===== src/rtl/tms_cfg.svh =====
// offsets, field positions, reset values and timing figures of the flight sequencer
`ifndef TMS_CFG_SVH
`define TMS_CFG_SVH
// register byte offsets
`define TMS_ADR_CMD        8'h00
`define TMS_ADR_CFG        8'h04
`define TMS_ADR_TIMING     8'h08
`define TMS_ADR_REG_TWO    8'h0C
`define TMS_ADR_REG_THREE  8'h10
`define TMS_ADR_STATUS     8'h14
`define TMS_ADR_CAL        8'h18
`define TMS_ADR_SUM_UP     8'h20
`define TMS_ADR_SUM_DOWN   8'h24
`define TMS_ADR_WIDTH      8'h28
`define TMS_ADR_HIT_BASE   3'b010
// opcodes
`define TMS_OP_FLIGHT      8'h01
`define TMS_OP_BIDIR       8'h03
// cfg register fields
`define TMS_CFG_ANALOG     0
`define TMS_CFG_FIRST      1
`define TMS_CFG_PW_DIS     2
`define TMS_CFG_OSC_LSB    4
`define TMS_CFG_HITS_LSB   8
`define TMS_CFG_FIRE_LSB   12
// timing register fields
`define TMS_TIM_MASK_LSB   0
`define TMS_TIM_PRE_LSB    16
// reset values
`define TMS_CFG_RST        32'h0000_1100
`define TMS_TIM_RST        32'h0010_0040
`define TMS_CAL_RST        16'h0100
// times in ns, then the hit store depth
`define TMS_CLK_NS         10
`define TMS_OSC_D2_NS      480000
`define TMS_OSC_D3_NS      1460000
`define TMS_OSC_D4_NS      2440000
`define TMS_OSC_D5_NS      5140000
`define TMS_TIMEOUT_NS     4096000
`define TMS_FIRE_HALF_NS   500
`define TMS_MAX_HITS       8
`endif


===== src/rtl/tms_pkg.sv =====
// types shared by the flight sequencer
package tms_pkg;
   typedef enum logic [2:0] {
      TMS_IDLE  = 3'b000,
      TMS_OSC   = 3'b001,
      TMS_PRE   = 3'b010,
      TMS_ARM   = 3'b011,
      TMS_MASK  = 3'b100,
      TMS_HITS  = 3'b101,
      TMS_CAL   = 3'b110,
      TMS_DONE  = 3'b111
   } tms_state_t;

   // configuration fields decoded from the cfg register
   typedef struct packed {
      logic       analog_en;
      logic       first_wave_en;
      logic       width_measure_disable;
      logic [2:0] hs_osc_startup_delay;
      logic [3:0] expected_hit_count;
      logic [6:0] fire_pulse_count;
   } tms_cfg_t;

   // synchronised pin levels
   typedef struct packed {
      logic start;
      logic stop_a;
      logic stop_b;
   } tms_pins_t;
endpackage


===== src/rtl/tms_seq.sv =====
// time-of-flight measurement sequencer with wishbone register port
`timescale 1ns/1ns
`include "tms_cfg.svh"

//Contract
// - analog off: start pin, stop_in_a only
// - opcodes 0x01 and 0x03 start measurement
// - restart opcode runs both directions, separate results
// - wait oscillator start-up delay after command
// - digital mode: timing starts on start edge
// - ignore stops until mask delay elapses
// - record stops until expected count reached
// - at most 8 hits, keep hits and sum
// - calibrate raw hits, write result registers
// - falling edge on done_irq_n when finished
// - analog mode uses comparator echo path
// - comparator powered only during measurement
// - upstream fire uses stop_in_b, downstream stop_in_a
// - comparator bias from offset, -64..62 mV
// - analog: precharge phase before firing
// - emit fire_pulse_count pulses, first starts timing
// - analog hits only above comparator bias
// - first-wave mode: reg two/three first-wave meaning
// - first threshold is wave plus comparator bias
// - measure first echo width unless disabled
// - after first wave, threshold back to bias
// - first-wave: drop two echoes after it, count from fourth
// - timeout skips calibration and results
module tms_seq
   import tms_pkg::*;
#(
   parameter int OSC_D2_CYC  = (`TMS_OSC_D2_NS + `TMS_CLK_NS - 1) / `TMS_CLK_NS,
   parameter int OSC_D3_CYC  = (`TMS_OSC_D3_NS + `TMS_CLK_NS - 1) / `TMS_CLK_NS,
   parameter int OSC_D4_CYC  = (`TMS_OSC_D4_NS + `TMS_CLK_NS - 1) / `TMS_CLK_NS,
   parameter int OSC_D5_CYC  = (`TMS_OSC_D5_NS + `TMS_CLK_NS - 1) / `TMS_CLK_NS,
   parameter int TIMEOUT_CYC = `TMS_TIMEOUT_NS / `TMS_CLK_NS,
   parameter int FIRE_HALF   = (`TMS_FIRE_HALF_NS + `TMS_CLK_NS - 1) / `TMS_CLK_NS
) (
   input  wire logic        clk_i,
   input  wire logic        rst_i,
   input  wire logic [7:0]  adr_i,
   input  wire logic [31:0] dat_i,
   input  wire logic [3:0]  sel_i,
   input  wire logic        we_i,
   input  wire logic        cyc_i,
   input  wire logic        stb_i,
   output logic      [31:0] dat_o,
   output logic             ack_o,
   input  wire logic        start_i,
   input  wire logic        stop_in_a_i,
   input  wire logic        stop_in_b_i,
   output logic             fire_up_o,
   output logic             fire_down_o,
   output logic             osc_en_o,
   output logic             comp_pwr_o,
   output logic             precharge_o,
   output logic signed [8:0] cmp_thresh_o,
   output logic             done_irq_n_o
);
   localparam int HN = `TMS_MAX_HITS;

   // bus side registers
   logic [31:0] cfg_reg, cfg_next, tim_reg, tim_next;
   logic [31:0] two_reg, two_next, three_reg, three_next;
   logic [15:0] cal_reg, cal_next;
   logic [31:0] dat_reg, dat_next;
   logic        ack_reg, ack_next, go_reg, go_next, bidir_req_reg, bidir_req_next;
   tms_cfg_t    cfg;

   // measurement registers
   tms_state_t  state_reg, state_next;
   logic        dir_reg, dir_next, bidir_reg, bidir_next, tmo_reg, tmo_next;
   logic [19:0] wait_reg, wait_next, time_reg, time_next;
   logic [3:0]  hit_reg, hit_next, want;
   logic [1:0]  skip_reg, skip_next;
   logic        fw_reg, fw_next, pw_reg, pw_next;
   logic [15:0] width_reg, width_next;
   logic [2:0]  idx_reg, idx_next;
   logic [19:0] hits_reg [HN];
   logic [19:0] hits_next [HN];
   logic [23:0] up_reg, up_next, down_reg, down_next, acc_reg, acc_next;
   logic [6:0]  fleft_reg, fleft_next;
   logic [15:0] fdiv_reg, fdiv_next;
   logic        flvl_reg, flvl_next;
   logic        irq_n_reg, irq_n_next, osc_reg, osc_next, pwr_reg, pwr_next;
   logic        pre_reg, pre_next;
   logic signed [8:0] thr_reg, thr_next;
   logic [35:0] prod;

   // pin synchronisers and edges
   tms_pins_t   s1_reg, s2_reg, s3_reg;
   logic        echo_lvl, echo_edge, start_edge;

   assign cfg = tms_cfg_t'({cfg_reg[`TMS_CFG_ANALOG], cfg_reg[`TMS_CFG_FIRST],
                  cfg_reg[`TMS_CFG_PW_DIS], cfg_reg[`TMS_CFG_OSC_LSB +: 3],
                  cfg_reg[`TMS_CFG_HITS_LSB +: 4], cfg_reg[`TMS_CFG_FIRE_LSB +: 7]});

   // two-flop synchronisers, third stage only for edge finding
   always_ff @(posedge clk_i) begin
      if (rst_i) begin
         s1_reg <= '0;
         s2_reg <= '0;
         s3_reg <= '0;
      end else begin
         s1_reg <= tms_pins_t'({start_i, stop_in_a_i, stop_in_b_i});
         s2_reg <= s1_reg;
         s3_reg <= s2_reg;
      end
   end

   // echo source by mode and direction
   always_comb begin
      start_edge = s2_reg.start & ~s3_reg.start;
      if (cfg.analog_en && !dir_reg) begin
         echo_lvl  = s2_reg.stop_b;
         echo_edge = s2_reg.stop_b & ~s3_reg.stop_b;
      end else begin
         echo_lvl  = s2_reg.stop_a;
         echo_edge = s2_reg.stop_a & ~s3_reg.stop_a;
      end
   end

   // wishbone slave: decode, write, read mux, ack one cycle later
   always_comb begin
      cfg_next       = cfg_reg;
      tim_next       = tim_reg;
      two_next       = two_reg;
      three_next     = three_reg;
      cal_next       = cal_reg;
      go_next        = 1'b0;
      bidir_req_next = bidir_req_reg;
      ack_next       = cyc_i & stb_i & ~ack_reg;
      dat_next       = 32'h0000_0000;
      if (cyc_i && stb_i && !ack_reg) begin
         if (we_i && sel_i[0]) begin
            unique case (adr_i)
               `TMS_ADR_CMD: begin
                  if ((dat_i[7:0] == `TMS_OP_FLIGHT || dat_i[7:0] == `TMS_OP_BIDIR)
                      && state_reg == TMS_IDLE) begin
                     go_next        = 1'b1;
                     bidir_req_next = (dat_i[7:0] == `TMS_OP_BIDIR);
                  end
               end
               `TMS_ADR_CFG:       cfg_next   = dat_i;
               `TMS_ADR_TIMING:    tim_next   = dat_i;
               `TMS_ADR_REG_TWO:   two_next   = dat_i;
               `TMS_ADR_REG_THREE: three_next = dat_i;
               `TMS_ADR_CAL:       cal_next   = dat_i[15:0];
               default: ;
            endcase
         end
         if (!we_i) begin
            if (adr_i[7:5] == `TMS_ADR_HIT_BASE) begin
               dat_next = {12'h000, hits_reg[adr_i[4:2]]};
            end else begin
               unique case (adr_i)
                  `TMS_ADR_CFG:       dat_next = cfg_reg;
                  `TMS_ADR_TIMING:    dat_next = tim_reg;
                  `TMS_ADR_REG_TWO:   dat_next = two_reg;
                  `TMS_ADR_REG_THREE: dat_next = three_reg;
                  `TMS_ADR_CAL:       dat_next = {16'h0000, cal_reg};
                  `TMS_ADR_STATUS:    dat_next = {23'h000000, tmo_reg, dir_reg,
                                         (state_reg != TMS_IDLE), 2'b00, hit_reg};
                  `TMS_ADR_SUM_UP:    dat_next = {8'h00, up_reg};
                  `TMS_ADR_SUM_DOWN:  dat_next = {8'h00, down_reg};
                  `TMS_ADR_WIDTH:     dat_next = {16'h0000, width_reg};
                  default:            dat_next = 32'h0000_0000;
               endcase
            end
         end
      end
   end

   always_ff @(posedge clk_i) begin
      if (rst_i) begin
         cfg_reg       <= `TMS_CFG_RST;
         tim_reg       <= `TMS_TIM_RST;
         two_reg       <= 32'h0000_0000;
         three_reg     <= 32'h0000_0000;
         cal_reg       <= `TMS_CAL_RST;
         dat_reg       <= 32'h0000_0000;
         ack_reg       <= 1'b0;
         go_reg        <= 1'b0;
         bidir_req_reg <= 1'b0;
      end else begin
         cfg_reg       <= cfg_next;
         tim_reg       <= tim_next;
         two_reg       <= two_next;
         three_reg     <= three_next;
         cal_reg       <= cal_next;
         dat_reg       <= dat_next;
         ack_reg       <= ack_next;
         go_reg        <= go_next;
         bidir_req_reg <= bidir_req_next;
      end
   end

   // clamp expected hit count to 1..8
   always_comb begin
      if (cfg.expected_hit_count == 4'h0) begin
         want = 4'h1;
      end else if (cfg.expected_hit_count > 4'(HN)) begin
         want = 4'(HN);
      end else begin
         want = cfg.expected_hit_count;
      end
   end

   assign prod = hits_reg[idx_reg] * cal_reg;

   // sequencer, fire generator and result store
   always_comb begin
      state_next = state_reg;
      dir_next   = dir_reg;
      bidir_next = bidir_reg;
      tmo_next   = tmo_reg;
      wait_next  = wait_reg;
      time_next  = time_reg;
      hit_next   = hit_reg;
      skip_next  = skip_reg;
      fw_next    = fw_reg;
      pw_next    = pw_reg;
      width_next = width_reg;
      idx_next   = idx_reg;
      up_next    = up_reg;
      down_next  = down_reg;
      acc_next   = acc_reg;
      fleft_next = fleft_reg;
      fdiv_next  = fdiv_reg;
      flvl_next  = flvl_reg;
      irq_n_next = irq_n_reg;
      osc_next   = osc_reg;
      pre_next   = 1'b0;
      pwr_next   = 1'b0;
      thr_next   = thr_reg;
      for (int i = 0; i < HN; i++) begin
         hits_next[i] = hits_reg[i];
      end
      // fire pulse burst, half period FIRE_HALF
      if (fleft_reg != 7'h00) begin
         if (fdiv_reg == 16'(FIRE_HALF - 1)) begin
            fdiv_next = 16'h0000;
            flvl_next = ~flvl_reg;
            if (flvl_reg) begin
               fleft_next = fleft_reg - 7'h01;
            end
         end else begin
            fdiv_next = fdiv_reg + 16'h0001;
         end
      end
      // comparator threshold in 2 mV steps, plain signed sum
      if (cfg.first_wave_en && !fw_reg) begin
         thr_next = 9'($signed(three_reg[12:6])) + 9'($signed(two_reg[5:0]));
      end else begin
         thr_next = 9'($signed(two_reg[5:0]));
      end
      if (time_reg != 20'hFFFFF) begin
         time_next = time_reg + 20'h00001;
      end
      unique case (state_reg)
         TMS_IDLE: begin
            if (go_reg) begin
               irq_n_next = 1'b1;
               tmo_next   = 1'b0;
               dir_next   = 1'b0;
               bidir_next = bidir_req_reg;
               osc_next   = 1'b1;
               unique case (cfg.hs_osc_startup_delay)
                  3'h0, 3'h1: wait_next = 20'h00000;
                  3'h2:       wait_next = 20'(OSC_D2_CYC);
                  3'h3:       wait_next = 20'(OSC_D3_CYC);
                  3'h4:       wait_next = 20'(OSC_D4_CYC);
                  default:    wait_next = 20'(OSC_D5_CYC);
               endcase
               state_next = TMS_OSC;
            end
         end
         TMS_OSC: begin
            if (wait_reg != 20'h00000) begin
               wait_next = wait_reg - 20'h00001;
            end else if (cfg.analog_en) begin
               wait_next  = {4'h0, tim_reg[`TMS_TIM_PRE_LSB +: 16]};
               state_next = TMS_PRE;
            end else begin
               time_next  = 20'h00000; // timeout counts from arming
               state_next = TMS_ARM;
            end
         end
         TMS_PRE: begin
            pre_next = 1'b1;
            pwr_next = 1'b1;
            fleft_next = 7'h00; // no leftover burst over precharge
            flvl_next  = 1'b0;
            if (wait_reg != 20'h00000) begin
               wait_next = wait_reg - 20'h00001;
            end else begin
               pre_next   = 1'b0;
               fleft_next = (cfg.fire_pulse_count == 7'h00) ? 7'h01 : cfg.fire_pulse_count;
               fdiv_next  = 16'h0000;
               flvl_next  = 1'b1;
               time_next  = 20'h00000;
               state_next = TMS_MASK;
            end
         end
         TMS_ARM: begin
            if (start_edge) begin
               time_next  = 20'h00000;
               state_next = TMS_MASK;
            end else if (time_reg >= 20'(TIMEOUT_CYC)) begin
               tmo_next   = 1'b1;
               state_next = TMS_DONE;
            end
         end
         TMS_MASK: begin
            pwr_next   = cfg.analog_en;
            hit_next   = 4'h0;
            skip_next  = 2'b00;
            fw_next    = 1'b0;
            pw_next    = 1'b0;
            if (time_reg >= {4'h0, tim_reg[`TMS_TIM_MASK_LSB +: 16]}) begin
               state_next = TMS_HITS;
            end
         end
         TMS_HITS: begin
            pwr_next = cfg.analog_en;
            if (pw_reg) begin
               if (echo_lvl) begin
                  width_next = width_reg + 16'h0001;
               end else begin
                  pw_next = 1'b0;
               end
            end
            if (echo_edge) begin
               if (cfg.analog_en && cfg.first_wave_en && !fw_reg) begin
                  fw_next   = 1'b1;
                  skip_next = 2'b10;
                  if (!cfg.width_measure_disable) begin
                     pw_next    = 1'b1;
                     width_next = 16'h0001; // detection cycle counts
                  end
               end else if (skip_reg != 2'b00) begin
                  skip_next = skip_reg - 2'b01;
               end else begin
                  hits_next[hit_reg[2:0]] = time_reg;
                  hit_next = hit_reg + 4'h1;
                  if (hit_reg + 4'h1 == want) begin
                     idx_next   = 3'b000;
                     acc_next   = 24'h000000;
                     state_next = TMS_CAL;
                  end
               end
            end
            if (state_next == TMS_HITS && time_reg >= 20'(TIMEOUT_CYC)) begin
               tmo_next   = 1'b1;
               state_next = TMS_DONE;
            end
         end
         TMS_CAL: begin
            hits_next[idx_reg] = prod[27:8];
            acc_next = acc_reg + {4'h0, prod[27:8]};
            idx_next = idx_reg + 3'b001;
            if ({1'b0, idx_reg} + 4'h1 == hit_reg) begin
               if (dir_reg) begin
                  down_next = acc_reg + {4'h0, prod[27:8]};
               end else begin
                  up_next = acc_reg + {4'h0, prod[27:8]};
               end
               if (bidir_reg && !dir_reg) begin
                  dir_next   = 1'b1;
                  wait_next  = {4'h0, tim_reg[`TMS_TIM_PRE_LSB +: 16]};
                  state_next = cfg.analog_en ? TMS_PRE : TMS_ARM;
                  time_next  = 20'h00000;
               end else begin
                  state_next = TMS_DONE;
               end
            end
         end
         TMS_DONE: begin
            osc_next   = 1'b0;
            fleft_next = 7'h00;
            flvl_next  = 1'b0;
            irq_n_next = 1'b0;
            state_next = TMS_IDLE;
         end
      endcase
   end

   always_ff @(posedge clk_i) begin
      if (rst_i) begin
         state_reg <= TMS_IDLE;
         dir_reg   <= 1'b0;
         bidir_reg <= 1'b0;
         tmo_reg   <= 1'b0;
         wait_reg  <= 20'h00000;
         time_reg  <= 20'h00000;
         hit_reg   <= 4'h0;
         skip_reg  <= 2'b00;
         fw_reg    <= 1'b0;
         pw_reg    <= 1'b0;
         width_reg <= 16'h0000;
         idx_reg   <= 3'b000;
         up_reg    <= 24'h000000;
         down_reg  <= 24'h000000;
         acc_reg   <= 24'h000000;
         fleft_reg <= 7'h00;
         fdiv_reg  <= 16'h0000;
         flvl_reg  <= 1'b0;
         irq_n_reg <= 1'b1;
         osc_reg   <= 1'b0;
         pwr_reg   <= 1'b0;
         pre_reg   <= 1'b0;
         thr_reg   <= 9'sh000;
         for (int i = 0; i < HN; i++) begin
            hits_reg[i] <= 20'h00000;
         end
      end else begin
         state_reg <= state_next;
         dir_reg   <= dir_next;
         bidir_reg <= bidir_next;
         tmo_reg   <= tmo_next;
         wait_reg  <= wait_next;
         time_reg  <= time_next;
         hit_reg   <= hit_next;
         skip_reg  <= skip_next;
         fw_reg    <= fw_next;
         pw_reg    <= pw_next;
         width_reg <= width_next;
         idx_reg   <= idx_next;
         up_reg    <= up_next;
         down_reg  <= down_next;
         acc_reg   <= acc_next;
         fleft_reg <= fleft_next;
         fdiv_reg  <= fdiv_next;
         flvl_reg  <= flvl_next;
         irq_n_reg <= irq_n_next;
         osc_reg   <= osc_next;
         pwr_reg   <= pwr_next;
         pre_reg   <= pre_next;
         thr_reg   <= thr_next;
         for (int i = 0; i < HN; i++) begin
            hits_reg[i] <= hits_next[i];
         end
      end
   end

   // outputs straight from flip-flops
   always_ff @(posedge clk_i) begin
      if (rst_i) begin
         fire_up_o   <= 1'b0;
         fire_down_o <= 1'b0;
      end else begin
         fire_up_o   <= flvl_next & ~dir_next & cfg.analog_en;
         fire_down_o <= flvl_next & dir_next & cfg.analog_en;
      end
   end

   assign dat_o        = dat_reg;
   assign ack_o        = ack_reg;
   assign osc_en_o     = osc_reg;
   assign comp_pwr_o   = pwr_reg;
   assign precharge_o  = pre_reg;
   assign cmp_thresh_o = thr_reg;
   assign done_irq_n_o = irq_n_reg;
endmodule


===== config.mk =====
export PLATFORM = sky130hd
export DESIGN_NAME = tms_seq
export DESIGN_NICKNAME = d
export VERILOG_FILES = /design/src/rtl/tms_pkg.sv /design/src/rtl/tms_seq.sv
export VERILOG_INCLUDE_DIRS = /design/src /design/src/rtl
export SDC_FILE = /design/constraint.sdc
export NUM_CORES = 2
export LEC_CHECK = 0
export BUFFER_PORTS_ARGS = -buffer_cell sky130_fd_sc_hd__buf_2
export CELL_PAD_IN_SITES_DETAIL_PLACEMENT = 1
export CELL_PAD_IN_SITES_GLOBAL_PLACEMENT = 2
export CORE_ASPECT_RATIO = 1.4
export CORE_MARGIN = 2
export CORE_UTILIZATION = 40
export CTS_CLUSTER_DIAMETER = 120
export DETAILED_ROUTE_END_ITERATION = 6
export PLACE_DENSITY_LB_ADDON = 0.2
export SYNTH_ARGS = -nofsm -noshare
export SYNTH_HDL_FRONTEND = slang
export SYNTH_SLANG_ARGS = --single-unit

===== constraint.sdc =====
create_clock -name clk_i -period 12.06 [get_ports clk_i]
set_input_delay 0 -clock clk_i [delete_from_list [all_inputs] [get_ports clk_i]]
set_output_delay 0 -clock clk_i [all_outputs]
set_load 0.05 [all_outputs]

; After elaboration in Yosys (flattened, before gate mapping)
; Memory sizes are Yosys's and may differ from the RTL's. A register that Yosys moved wholly into a read port is not among the register bits.
; Cells that the tools add are included.
[totals]
reg_bits = 372
mem_bits_rw = 160
n_memories = 1
[mem_list]
columns = memory, depth, word_bits, read_ports, rd_ports_with_merged_regs, write_ports, line
row1 = hits_reg, 8, 20, 10, 1, 8, tms_seq.sv:79  ; logic [19:0] hits_reg [HN];
[op_classes]
addsub = 11
multipliers = 1
order_cmp = 7
n_eq_ne = 46
muxes = 122
n_bitwise = 30
reduce_logical = 57
[op_table]
columns = op, count
row1 = 160-bit two-way mux, 3
row2 = 20-bit two-way mux, 24
row3 = 160-bit bitwise mux, 2
row4 = 160-bit case mux with 2 select lines, 1
row5 = 32-bit case mux with 9 select lines, 1
row6 = 20-bit case mux with 4 select lines, 2
row7 = 16-bit two-way mux, 9
row8 = 20-bit demux with 3-bit select, 2
row9 = 24-bit two-way mux, 4
row10 = 19-bit case mux with 4 select lines, 1
row11 = 3-bit two-way mux, 20
row12 = 24-bit case mux with 2 select lines, 1
row13 = 7-bit two-way mux, 5
row14 = 16-bit by 1-bit adder with 16-bit output (second input constant), 2
row15 = 2-bit inequality test (second input constant), 15
row16 = 3-bit AND reduction, 10
row17 = 20-bit by 16-bit multiplier with 28-bit output, 1
row18 = 1-bit two-way mux, 26
row19 = 24-bit by 20-bit adder with 24-bit output, 1
row20 = 8-bit by 5-bit == test with 1-bit output (second input constant), 3
row21 = 8-bit by 6-bit == test with 1-bit output (second input constant), 3
row22 = 3-bit case mux with 8 select lines, 1
row23 = 20-bit by 1-bit adder with 20-bit output (second input constant), 1
row24 = 20-bit by 16-bit >= comparator with 1-bit output, 1
row25 = 54 further kinds, 135

; Logic depth before layout (Yosys ltp)
[depth]
ltp_word = 13
depth_mapped = 40
mapped_depth_nobuf = 37

; Worst setup path after synthesis
; OpenSTA, ideal clock, no wires.
[synth_timing]
path_type = register -> register
start = register with a tool-made name
end = register down_reg[20]
setup_time_ps = 116
arrival_time_ps = 9702
required_ps = 11944
slack_ps = 2241
path_stages_with_launch = 36
path_buffers = 5
period_less_slack_ps = 9819
path_cell_list = dfxtp_1 > buf_6 > clkbuf_1 > buf_1 > mux4_2 > mux2_2 > clkbuf_1 > and2_1 > fa_1 > inv_1 > fa_1 > fa_1 > fa_1 > inv_1 > fa_1 > fa_1 > ha_1 > and3_1 > and3_1 > and3_1 > a21oi_4 > o21ai_1 > a41oi_1 > xor2_1 > inv_1 > ha_1 > clkbuf_1 > a21oi_1 > o21bai_1 > a21o_1 > o41ai_1 > o2111ai_1 > a21oi_1 > xor2_1 > nor3_1 > a31o_2
[synth_rtl]
columns = item, line
row1 = end signal: assignment, tms_seq.sv:430  ; down_reg <= down_next;
row2 = end: declaration, tms_seq.sv:81  ; logic [23:0] up_reg, up_next, down_reg, down_next, acc_reg, acc_next;

==> impl_metrics.csv <==
group,metric,value,unit
run_status,status,"completed",
clocking,cts_inserted_buffers,59,
sta,setup_violations,0,
clocking,clock_latency,0.69,ns
routing,wire_per_inst,25.4,um
power,switching_share,0.264,
power,p_sw,0.00106,W
power,vdd_ir_drop_max,113,uV
finish,largest_register_ffs,160,
finish,fillers,10461,
power,p_comb_frac,0.066,
critical_path,cp_max_fo,24,
placement,place_congestion,0.925,
sta,timing.hold.ws,0.0592,ns
sta,finalClockSkew,0.0570,ns
critical_path,critical_path_required,12.62,ns
floorplanning,die_h,357,um
critical_path,worstSetupEndpointType,"flip-flop",
critical_path,startpoint_type,"flip-flop",
clocking,ctsHtreeMaxLevel,2,
synth,synth_edf_count,0,
sta,period_share,0.873,
critical_path,cpMostUsedCell,"fa_1",
synth,syn_avg_cell_area,8.42,sq um
sta,fin_crit,10.53,ns
synth,yosysWarnings,0,
synth,yosysSeqAreaShare,0.300,
synth,synth-seq-cells,534,
power,p_int,0.00295,W
critical_path,slowest_stage,"dfxtp_2",
synth,syn-num-nets,4635,
power,leakagePower,15.1,nW
sta,report.final.slew_viol_count,0,
floorplanning,die_w,256,um
synth,synthArstFlopShare,0,
global_routing,grt_pass1_wl,209,mm
global_routing,grt_start_max_net_pins,135,
placement,place.detailed.hpwl,99.1,mm
global_routing,grtUsageMet2,0.557,
routing,vias,31956,
global_routing,antenna_found_initial,5,
power,p_per_area,101,nW/um^2
placement,io_buffers,96,
power,pwr-share-clk,0.484,
sta,slew_headroom,0.135,
routing,post_drt_via_cell_ratio,5.88,
sta,worstMarginPinSlew,1.29,ns
sta,finalHoldViolations,0,
sta,rsz0062_at_grt,"no",
global_routing,gr-usage-met1,0.336,
routing,drtIter0Drc,1979,
clocking,cts_sinks,534,
synth,yosysTopAreaCellShare,0.300,
routing,wirelength,138,mm
job,cap_violations,0,
clocking,postCtsResizedCells,0,
global_routing,grt-ovfl-total,0,
synth,synthDistinctLibCells,86,
global_routing,use_met3,0.0344,
routing,drcViolationCount,0,
finish,area_delta_synth_final,11.4,%
synth,yosysTopAreaCell,"dfxtp_1",
routing,drtAntennaViolNets,0,
clocking,clockRootBuffer,"clkbuf_16",
critical_path,max_stage_delay,0.95,ns
critical_path,cp.arrival,11.09,ns
floorplanning,start_util,0.403,
clocking,path_clk_slew,0.07,ns
floorplanning,num_rows,129,
floorplanning,core_area,88300,sq um
global_routing,grt_use_total,0.301,
placement,post_dp_cell_area,37200,sq um
sta,finalSetupTns,0,ns
global_routing,grt_pass1_vias,33401,
finish,nets,4612,
global_routing,gr-max-usage-layer,"met2",
routing,drt-pass1-iter-count,5,
synth,synth_area_leaders,"dfxtp_1, fa_1, nand2_1",
clocking,cts_tree,"yes",
clocking,clk_path_buf_depth,3,
clocking,post_cts_buffers,0,
worst_hold_path,hold_class,"input pin to flip-flop",
floorplanning,fp.dieArea,91500,sq um
finish,drive_above_1_share,0.109,
power,pwr-share-seq,0.449,
sta,fmax,0.0950,GHz
finish,postLayoutCellArea,39700,sq um
synth,synth_area,35600,sq um
synth,synth_flop_cell,"dfxtp_1",
critical_path,crit_type,"flip-flop to flip-flop",
synth,synthCells,4233,
floorplanning,ioPinCount,100,
-- cell usage in the layout (no fill, tap or decap), types with 37 or more instances in the layout --
master | netlist | layout
nor3_1 | 91 | 87
nand2_1 | 685 | 684
nand3_1 | 57 | 56
xnor2_1 | 49 | 48
a211oi_1 | 37 | 37
clkbuf_16 | 0 | 59
inv_1 | 305 | 305
a221oi_1 | 59 | 59
dlygate4sd3_1 | 0 | 43
a22oi_1 | 64 | 64
nor2_1 | 389 | 384
xor2_1 | 58 | 58
buf_2 | 5 | 93
o221ai_1 | 64 | 64
mux2i_1 | 60 | 60
fa_1 | 225 | 225
and2_1 | 121 | 121
ha_1 | 125 | 125
o22ai_1 | 37 | 37
buf_4 | 2 | 83
nor2b_1 | 42 | 41
o21ai_0 | 163 | 161
mux2_2 | 46 | 46
mux4_2 | 79 | 79
a21oi_1 | 328 | 328
dfxtp_1 | 534 | 532
-- final timing paths --
check        startpoint  cells after the start  slack, ns           end
max           flip-flop                     32       1.53  down_reg[20]
min reg2reg   s1_reg[2]                      1       0.45     s2_reg[2]
min            adr_i[2]                      5       0.06     dat_o[25]
max reg2reg   flip-flop                     32       1.53  down_reg[20]
-- cells by family (layout without fill, tap and decap cells) --
group,after synthesis,in the layout,synth area share
AO/OA/AOI/OAI,913,913,0.164
adder cells (fa/ha/maj),351,351,0.171
other,0,2,0
multiplexers,186,186,0.0818
AND/OR/NAND/NOR,1530,1530,0.191
XOR/XNOR,108,108,0.0268
buffers and inverters,611,636,0.0650
flip-flops,534,534,0.300
-- through the flow --
| stage | utilization | cells | power, W | setup WS [ns] |
|---|---|---|---|---|
| after floorplan | - | 4233 | 0.00200 | 2.24 |
| after global placement | 0.421 | 5285 | 0.00209 | 1.59 |
| after detailed placement | 0.421 | 5285 | 0.00209 | 1.54 |
| after CTS | 0.449 | 5437 | 0.00404 | 1.50 |
| after global routing | 0.449 | 5437 | 0.00413 | 0.927 |
| final | 0.449 | 5439 | 0.00401 | 1.53 |
-- area by class of cell --
type,count,area (sq um),share of cell area
clock buffers,78,1670,0.0420
diodes,2,5.00,0.000126
repair buffers,222,1570,0.0395
clock inverters,31,379,0.00956
inverters,305,1140,0.0289
well taps,1179,1480,0.0372
flip-flops and latches,534,10700,0.270
multi-input cells,3088,22700,0.573
-- synthesized netlist by cell type, drive strengths merged (31+ instances only) --
cell,count
buf,31
ha,125
nor3,94
a221oi,61
nor2b,42
a22oi,64
inv,305
a211oi,37
mux2,47
nor2,389
o221ai,64
nand2,685
mux4,79
nand3,57
clkbuf,275
xnor2,50
fa,225
a21oi,329
dfxtp,534
xor2,58
and2,124
o21ai,167
o22ai,37
mux2i,60
-- per-layer routing --
layer,wire (um),share of wire
met1,52300,0.38
met2,71200,0.52
met3,5980,0.043
met4,8490,0.062
met5,41,0.00030
-- critical path, delay by kind of cell (launching register included) --
family	cells	cell delay, ns
AO/OA/AOI/OAI	9	2.17
XOR/XNOR	2	0.96
adder cells (fa/ha/maj)	8	3.70
buffers and inverters	6	0.56
flip-flops	1	0.95
multiplexers	2	1.10
AND/OR/NAND/NOR	5	0.94
-- power by group through the flow --
stage          registers, W  clock network (W)  logic [W]
2_1_floorplan       0.00182                  0   0.000177
3_3_place_gp        0.00184                  0   0.000253
3_5_place_dp        0.00184                  0   0.000254
4_1_cts             0.00180            0.00197   0.000266
5_1_grt             0.00180            0.00204   0.000291
6_report            0.00180            0.00194   0.000266
-- timing repair --
item	4_1_cts	5_1_grt
hold buffers	43	0
setup endpoints to repair	0	0
hold endpoints to repair	172	0
Power figures use the tool's default switching activity.
